===== config.mk =====
export PLATFORM = sky130hd
export DESIGN_NAME = dopc_top
export DESIGN_NICKNAME = d
export VERILOG_FILES = /design/src/dopc_pwm8.v /design/src/dopc_top.v
export VERILOG_INCLUDE_DIRS = /design/src
export SDC_FILE = /design/constraint.sdc
export NUM_CORES = 1
export LEC_CHECK = 0
export BUFFER_PORTS_ARGS = -buffer_cell sky130_fd_sc_hd__buf_4
export CAP_MARGIN = 20
export CORE_AREA = 2 2 127 129
export CTS_BUF_LIST = sky130_fd_sc_hd__clkbuf_8
export CTS_CLUSTER_SIZE = 16
export DETAILED_ROUTE_END_ITERATION = 10
export DIE_AREA = 0 0 129 131
export PLACE_DENSITY = 0.86
export SLEW_MARGIN = 20
export SYNTH_ARGS = -nofsm -noshare
export SYNTH_HDL_FRONTEND = slang
export SYNTH_SLANG_ARGS = --single-unit

===== constraint.sdc =====
create_clock -name i_clock -period 3.85 [get_ports i_clock]
set_input_delay 0.77 -clock i_clock [delete_from_list [all_inputs] [get_ports i_clock]]
set_output_delay 0.77 -clock i_clock [all_outputs]
set_load 0.01 [all_outputs]

===== src/dopc_defs.vh =====
// register map and constants for the drive output port control block
`ifndef DOPC_DEFS_VH
`define DOPC_DEFS_VH
`define DOPC_ADDR_W        6
`define DOPC_OFS_OUT_A     6'h00
`define DOPC_OFS_OUT_B     6'h01
`define DOPC_OFS_OUT_C     6'h02
`define DOPC_OFS_CHG_A     6'h03
`define DOPC_OFS_CHG_B     6'h04
`define DOPC_OFS_CHG_C     6'h05
`define DOPC_OFS_LVL_A     6'h06
`define DOPC_OFS_LVL_B     6'h07
`define DOPC_OFS_LVL_C     6'h08
`define DOPC_OFS_FLAGS     6'h09
`define DOPC_OFS_MON_SEL   6'h0A
`define DOPC_OFS_MON_VAL   6'h0B
`define DOPC_OFS_STAT      6'h0C
`define DOPC_F_INPOS_REL   0
`define DOPC_F_PWM_EN      1
`define DOPC_F_CMD_RAMP    2
`define DOPC_F_MON_RAMP    3
`define DOPC_F_READY       4
`define DOPC_F_RUN         5
`define DOPC_F_HOME        6
`define DOPC_F_FAULT       7
`define DOPC_F_FAULT_DIS   8
`define DOPC_FLAGS_W       9
`define DOPC_FLAGS_RST     9'h000
`define DOPC_MON_SEL_NONE  8'h00
`define DOPC_CONV_W        16
`define DOPC_RAMP_MIN      16'h8000
`define DOPC_RAMP_MAX      16'h7FFF
`endif


===== src/dopc_pwm8.v =====
// 8-bit pwm generator for the velocity monitor
`timescale 1ns/1ps
module dopc_pwm8 (
    input  wire       i_clock,
    input  wire       i_rst,
    input  wire       i_en,
    input  wire [7:0] i_duty,
    output reg        o_pwm
);
    reg [7:0] cnt_r;
    reg [7:0] duty_r;

    // duty latched at period start so a change never makes a runt pulse
    always @(posedge i_clock) begin
        if (i_rst) begin
            cnt_r  <= 8'h00;
            duty_r <= 8'h00;
            o_pwm  <= 1'b0;
        end else begin
            cnt_r <= cnt_r + 8'h01;
            if (cnt_r == 8'hFF)
                duty_r <= i_duty;
            o_pwm <= i_en && (cnt_r < duty_r);
        end
    end
endmodule // dopc_pwm8


===== src/dopc_top.v =====
// drive output port control: outputs, end masks, monitor and flags
`timescale 1ns/1ps
`include "dopc_defs.vh"
module dopc_top (
    // clock, reset and avalon-mm slave
    input  wire        i_clock,
    input  wire        i_rst,
    input  wire [5:0]  i_avs_address,
    input  wire        i_avs_read,
    input  wire        i_avs_write,
    input  wire [31:0] i_avs_writedata,
    output reg  [31:0] o_avs_readdata,
    output wire        o_avs_waitrequest,
    // drive-side status and data
    input  wire        i_prog_end,
    input  wire        i_expansion_present,
    input  wire [15:0] i_monitor_var,
    input  wire [7:0]  i_feedback_velocity,
    input  wire        i_drive_disabled,
    input  wire        i_fault,
    input  wire        i_at_home,
    input  wire        i_prog_running,
    input  wire        i_ready,
    input  wire [15:0] i_command_value,
    // outputs to loads and converters
    output reg  [23:0] o_outputs,
    output wire        o_inpos_relative_sel,
    output reg  [15:0] o_monitor_analog_out,
    output reg  [15:0] o_command_converter,
    output wire        o_velocity_pwm,
    output reg         o_ready_relay,
    output reg         o_prog_running_out,
    output reg         o_home_reached_out,
    output reg         o_fault_out
);
    reg  [23:0] end_change_mask_r;
    reg  [23:0] end_level_mask_r;
    reg  [8:0]  flags_r;
    reg  [7:0]  monitor_source_sel_r;
    reg  [15:0] monitor_conv_value_r;
    reg  [15:0] mon_ramp_r;
    reg  [15:0] cmd_ramp_r;
    reg         ack_r;
    // synchronised expansion card detect
    reg         exp_meta_r;
    reg         exp_sync_r;
    reg  [23:0] out_nxt;
    wire        acc;
    wire        wr_ok;

    // one wait cycle per access keeps read data registered
    assign acc               = (i_avs_read || i_avs_write) && !ack_r;
    assign o_avs_waitrequest = (i_avs_read || i_avs_write) && !ack_r;
    assign wr_ok             = i_avs_write && ack_r;

    // in-position mode, 1 = relative, 0 = absolute
    assign o_inpos_relative_sel = flags_r[`DOPC_F_INPOS_REL];

    // byte lane for an indexed 24-bit set
    function [7:0] byte_of;
        input [23:0] v;
        input [1:0]  k;
        begin
            case (k)
                2'h0:    byte_of = v[7:0];
                2'h1:    byte_of = v[15:8];
                default: byte_of = v[23:16];
            endcase
        end
    endfunction

    // ramp step that wraps from top to bottom of the full span
    // wrap rather than saturate so the sweep runs continually
    function [15:0] ramp_step;
        input [15:0] v;
        begin
            ramp_step = (v == `DOPC_RAMP_MAX) ? `DOPC_RAMP_MIN : v + 16'h0001;
        end
    endfunction

    // next output state from writes and program end
    always @* begin
        out_nxt = o_outputs;
        if (wr_ok && i_avs_address == `DOPC_OFS_OUT_A)
            out_nxt[7:0] = i_avs_writedata[7:0];
        if (wr_ok && i_avs_address == `DOPC_OFS_OUT_B)
            out_nxt[15:8] = i_avs_writedata[7:0];
        if (wr_ok && i_avs_address == `DOPC_OFS_OUT_C)
            out_nxt[23:16] = i_avs_writedata[7:0];
        // a same-cycle bus write lands first so the mask still wins
        // masked end update
        if (i_prog_end)
            out_nxt = (out_nxt & ~end_change_mask_r)
                    | (end_change_mask_r & end_level_mask_r);
    end

    // control registers
    always @(posedge i_clock) begin
        if (i_rst) begin
            ack_r                <= 1'b0;
            o_outputs            <= 24'h000000;
            end_change_mask_r    <= 24'h000000;
            end_level_mask_r     <= 24'h000000;
            flags_r              <= `DOPC_FLAGS_RST;
            monitor_source_sel_r <= `DOPC_MON_SEL_NONE;
            monitor_conv_value_r <= 16'h0000;
        end else begin
            ack_r     <= acc;
            o_outputs <= out_nxt;
            if (wr_ok) begin
                case (i_avs_address)
                    `DOPC_OFS_CHG_A: end_change_mask_r[7:0]   <= i_avs_writedata[7:0];
                    `DOPC_OFS_CHG_B: end_change_mask_r[15:8]  <= i_avs_writedata[7:0];
                    `DOPC_OFS_CHG_C: end_change_mask_r[23:16] <= i_avs_writedata[7:0];
                    `DOPC_OFS_LVL_A: end_level_mask_r[7:0]    <= i_avs_writedata[7:0];
                    `DOPC_OFS_LVL_B: end_level_mask_r[15:8]   <= i_avs_writedata[7:0];
                    `DOPC_OFS_LVL_C: end_level_mask_r[23:16]  <= i_avs_writedata[7:0];
                    `DOPC_OFS_FLAGS: flags_r <= i_avs_writedata[8:0];
                    `DOPC_OFS_MON_SEL: monitor_source_sel_r <= i_avs_writedata[7:0];
                    `DOPC_OFS_MON_VAL: monitor_conv_value_r <= i_avs_writedata[15:0];
                    // unmapped offsets fall through: writes there are dropped
                    default: ;
                endcase
            end
        end
    end

    // two-flop synchroniser: the card detect is a board pin, not on this clock
    always @(posedge i_clock) begin
        if (i_rst) begin
            exp_meta_r <= 1'b0;
            exp_sync_r <= 1'b0;
        end else begin
            exp_meta_r <= i_expansion_present;
            exp_sync_r <= exp_meta_r;
        end
    end

    // read mux, registered on the wait cycle
    always @(posedge i_clock) begin
        if (i_rst) begin
            o_avs_readdata <= 32'h00000000;
        end else if (i_avs_read && !ack_r) begin
            case (i_avs_address)
                `DOPC_OFS_OUT_A, `DOPC_OFS_STAT:
                    o_avs_readdata <= {24'h000000, byte_of(o_outputs, 2'h0)};
                // expansion bytes read zero until the detect has settled
                `DOPC_OFS_OUT_B:
                    o_avs_readdata <= {24'h000000, exp_sync_r ?
                                       byte_of(o_outputs, 2'h1) : 8'h00};
                `DOPC_OFS_OUT_C:
                    o_avs_readdata <= {24'h000000, exp_sync_r ?
                                       byte_of(o_outputs, 2'h2) : 8'h00};
                `DOPC_OFS_CHG_A: o_avs_readdata <= {24'h000000, byte_of(end_change_mask_r, 2'h0)};
                `DOPC_OFS_CHG_B: o_avs_readdata <= {24'h000000, byte_of(end_change_mask_r, 2'h1)};
                `DOPC_OFS_CHG_C: o_avs_readdata <= {24'h000000, byte_of(end_change_mask_r, 2'h2)};
                `DOPC_OFS_LVL_A: o_avs_readdata <= {24'h000000, byte_of(end_level_mask_r, 2'h0)};
                `DOPC_OFS_LVL_B: o_avs_readdata <= {24'h000000, byte_of(end_level_mask_r, 2'h1)};
                `DOPC_OFS_LVL_C: o_avs_readdata <= {24'h000000, byte_of(end_level_mask_r, 2'h2)};
                `DOPC_OFS_FLAGS: o_avs_readdata <= {23'h0, flags_r};
                `DOPC_OFS_MON_SEL: o_avs_readdata <= {24'h000000, monitor_source_sel_r};
                default: o_avs_readdata <= 32'h00000000;
            endcase
        end
    end

    // converters: monitor ramp beats selected variable beats direct value; command ramp beats command input
    always @(posedge i_clock) begin
        if (i_rst) begin
            mon_ramp_r           <= `DOPC_RAMP_MIN;
            cmd_ramp_r           <= `DOPC_RAMP_MIN;
            o_monitor_analog_out <= 16'h0000;
            o_command_converter  <= 16'h0000;
        end else begin
            // a ramp restarts at the bottom whenever its flag drops
            // diagnostic ramps full span
            mon_ramp_r <= flags_r[`DOPC_F_MON_RAMP] ? ramp_step(mon_ramp_r) : `DOPC_RAMP_MIN;
            cmd_ramp_r <= flags_r[`DOPC_F_CMD_RAMP] ? ramp_step(cmd_ramp_r) : `DOPC_RAMP_MIN;
            if (flags_r[`DOPC_F_MON_RAMP])
                o_monitor_analog_out <= mon_ramp_r;
            else if (monitor_source_sel_r != `DOPC_MON_SEL_NONE)
                o_monitor_analog_out <= i_monitor_var;
            else
                o_monitor_analog_out <= monitor_conv_value_r;
            o_command_converter <= flags_r[`DOPC_F_CMD_RAMP] ? cmd_ramp_r : i_command_value;
        end
    end

    // status outputs gated by their enables
    // no synchroniser here: these levels come from the drive's own clocked logic
    always @(posedge i_clock) begin
        if (i_rst) begin
            o_ready_relay      <= 1'b0;
            o_prog_running_out <= 1'b0;
            o_home_reached_out <= 1'b0;
            o_fault_out        <= 1'b0;
        end else begin
            o_ready_relay      <= flags_r[`DOPC_F_READY] && i_ready;
            o_prog_running_out <= flags_r[`DOPC_F_RUN] && i_prog_running;
            o_home_reached_out <= flags_r[`DOPC_F_HOME] && i_at_home;
            o_fault_out        <= flags_r[`DOPC_F_FAULT] && (i_fault ||
                                  (flags_r[`DOPC_F_FAULT_DIS] && i_drive_disabled));
        end
    end

    // pwm counter runs free; the enable only gates its output
    // velocity pwm monitor
    dopc_pwm8 u_pwm (
        .i_clock (i_clock),
        .i_rst   (i_rst),
        .i_en    (flags_r[`DOPC_F_PWM_EN]),
        .i_duty  (i_feedback_velocity),
        .o_pwm   (o_velocity_pwm)
    );
endmodule // dopc_top


==> metrics.md <==
| Metric | Value |
|---|---|
| Clock transition at path regs | ~60 ps |
| Fillers | approximately 1200 |
| Largest net degree at the start of global routing | 93 |
| Crit share post-route | 63.1% |
| Nets | 1223 |
| R2r endpoint | flags_r[0] |
| Post-route setup slack | ~1400 ps |
| Core Rows | 46 |
| Multi-input logic area | about 0.0047 mm^2 |
| Vias per cell | around 5.7 |
| Root Driver | clkbuf_8 |
| ANT nets after route | 0 |
| Wire per inst | ~17 um |
| Area of the die | about 0.017 mm^2 |
| Share of layout cells above drive strength 1 | about a fifth |
| P per Cell Area | around 390 mW/mm^2 |
| CTS Buf Count | 34 |
| CTS tree | yes |
| FFs w/ async S/R, synth | 0% |
| Placement Setup Slack | between 900 and 1000 ps |
| Hold worst-path end | monitor_conv_value_r[1] |
| Initial DRC count | 686 |
| Utilization after layout | 69.9% |
| Post-Syn Instances | between 900 and 1000 |
| Seq cells post-synth | 202 |
| Tot Pwr | approximately 4.3 mW |
| R2R depth | 5 |
| Number of synthesized flops with an enable pin | 0 |
| R2r setup slk | ~1500 ps |
| Register area | roughly 0.0040 mm^2 |
| CTS max path bufs | 3 |
| HP Class | reg -> reg |
| Most common cell after layout, fill and taps aside | dfxtp_1 |
| Fmax | roughly 0.41 GHz |
| CP Data Arrival Time | ~2800 ps |
| CTS Hold Bufs | 0 |
| Diode count | 0 |
| CP endpoint kind | flip-flop |
| Max cap viols | 0 |
| Skew final | 11.9 ps |
| Distinct cells, synth | 60 |
| RSZ-0062 raised after global routing | no |
| Hold Slack | 452 ps |
| Critical Path RT | approximately 4200 ps |
| Crit path kind | in -> reg |
| Register area share after synthesis | between 40% and 50% |
| Die height | approximately 130 um |
| Die width | 129 um |
| Hold Crit Start | monitor_conv_value_r[1] |
| Worst slew pin tran | ~1000 ps |
| Crit path max fanout | 8 |
| P_leak | roughly 4.3 nW |
| Clk_lat worst skew | roughly 510 ps |
| Reg2reg start | ack_r |
| Final Hold Vio Count | 0 |
| Max_slew headroom | 34.0% |
| Hold depth | 2 |
| DRC viols | 0 |
| DRT Wirelength | approximately 23 mm |
| Status | completed |
| CTS Sinks | slightly above 200 |
| Initial antenna violation count | 0 |
| Post-Syn Area | 0.00911 mm^2 |
| GR Util All Layers | 26.9% |
| Detail Placement HPWL | 15.7 mm |
| Global-route wire length before repair | 36.5 mm |
| Final TNS setup | 0 ps |
| Main synth FF type | dfxtp_1 |
| PortBufs | about 140 |
| IO Count | 184 |
| Setup violators final | 0 |
| Cts repair resizes | 0 |
| Most frequent cells in the layout | dfxtp_1, nor2_1, buf_4 |
| Core ar. | 0.0156 mm^2 |
| Layout area overhead | 19.7% |
| Post-CTS Setup Bufs | 0 |
| Vias in the first global route | 7391 |
| Peak VDD IR | 0.308 mV |
| DRT Pass-1 Iters | 5 |
| Vias | between 7000 and 8000 |
| Ys Warns | 0 |
| GP Congestion | 0.912 |
| H-tree levels | 2 |
| Minimum clock period | between 2000 and 2500 ps |
| Initial Utilization | between 50% and 60% |
| Max Slew Vio Count | 0 |
| Total grt overflow | 0 |
| Crit start category | input port |
| Mean Syn Cell Area | a little over 9 um^2 |
## critical path: stages
cell and delay, ps:
buf_4 150, or4b_1 740, nor3_2 590, buf_4 280, mux2i_1 190, nor2_1 50
## area by class of cell
cell class                      count  share of cell area [%]
Timing Repair Buffer              155                    10.7
Clock buffer                       42                    5.30
Inverter                           17                   0.586
Sequential cell                   202                    37.1
Clock inverter                     17                   0.930
Multi-Input combinational cell    714                    42.9
Tap cell                          216                    2.48
## how the worst max path moves through the flow
| stage | startpoint | to | depth (start not counted) |
|---|---|---|---|
| after global placement | i_avs_address[5] | flags_r[2] | 6 |
| final | i_avs_address[5] | flags_r[0] | 6 |
| after detailed placement | i_avs_address[5] | flags_r[6] | 6 |
| after CTS | i_avs_address[5] | flags_r[0] | 6 |
| after floorplan | i_avs_address[2] | end_change_mask_r[10] | 6 |
| after global routing | ack_r | flags_r[6] | 5 |
## metrics by stage
stage               std cells  instance area, um^2
floorplan                1017                 9190
global placement         1304                10200
detailed placement       1304                10200
CTS                      1363                10900
global route             1363                10900
finish                   1363                10900
## sequential cells by signal, indices dropped and copies added, names as in the netlist, 16 cells and up
name	count
end_change_mask_r	24
end_level_mask_r	24
o_outputs	24
cmd_ramp_r	16
mon_ramp_r	16
monitor_conv_value_r	16
o_command_converter	16
o_monitor_analog_out	16
## cells by family after synthesis
group / count (synthesis) / synth area share (%)
AO/OA/AOI/OAI: 133 / 10.6
XOR/XNOR: 30 / 2.89
adder cells (fa/ha/maj): 11 / 1.48
buffers and inverters: 101 / 5.34
flip-flops: 202 / 44.4
multiplexers: 135 / 14.9
other: 1 / 0.0412
AND/OR/NAND/NOR: 382 / 20.4
## report_power, final
group          switching [mW]  internal [mW]
Clock                   0.847           1.05
Sequential            0.00921           2.11
Combinational           0.146         0.0918
## Yosys cell counts, types with 4 or more instances
| master | number | area share (%) |
|---|---|---|
| dfxtp_1 | 202 | 44 |
| nor3_1 | 8 | 0.44 |
| nor2b_1 | 5 | 0.34 |
| a22oi_1 | 5 | 0.41 |
| clkbuf_1 | 51 | 2.1 |
| or3_1 | 6 | 0.41 |
| nand2b_1 | 5 | 0.34 |
| o21ai_0 | 9 | 0.49 |
| a2111oi_0 | 9 | 0.87 |
| nor4_1 | 8 | 0.55 |
| nand3b_1 | 10 | 0.82 |
| nor3_4 | 7 | 1.3 |
| nor2_1 | 181 | 7.5 |
| buf_4 | 23 | 1.9 |
| nand3_1 | 17 | 0.93 |
| nand4_1 | 11 | 0.76 |
| xor2_1 | 15 | 1.4 |
| nand2_1 | 75 | 3.1 |
| a211oi_1 | 45 | 3.7 |
| buf_2 | 5 | 0.27 |
| nor3b_1 | 4 | 0.33 |
| inv_1 | 17 | 0.70 |
| a21oi_1 | 30 | 1.6 |
| and3_1 | 25 | 1.7 |
| o2bb2ai_1 | 5 | 0.48 |
| xnor2_1 | 15 | 1.4 |
| mux2i_1 | 134 | 15 |
| a32o_1 | 5 | 0.55 |
| ha_1 | 10 | 1.4 |
| a311oi_1 | 5 | 0.48 |
## layer usage
layer / part of all wire [%] / track usage [%] / wire (um)
met4: 2.7 / 11.1 / 632
met5: 0 / 0 / 0
met3: 7.5 / 5.54 / 1740
met2: 47 / 44.4 / 10800
met1: 43 / 34.6 / 10000
No activity file was read; power rests on OpenSTA's default activity.
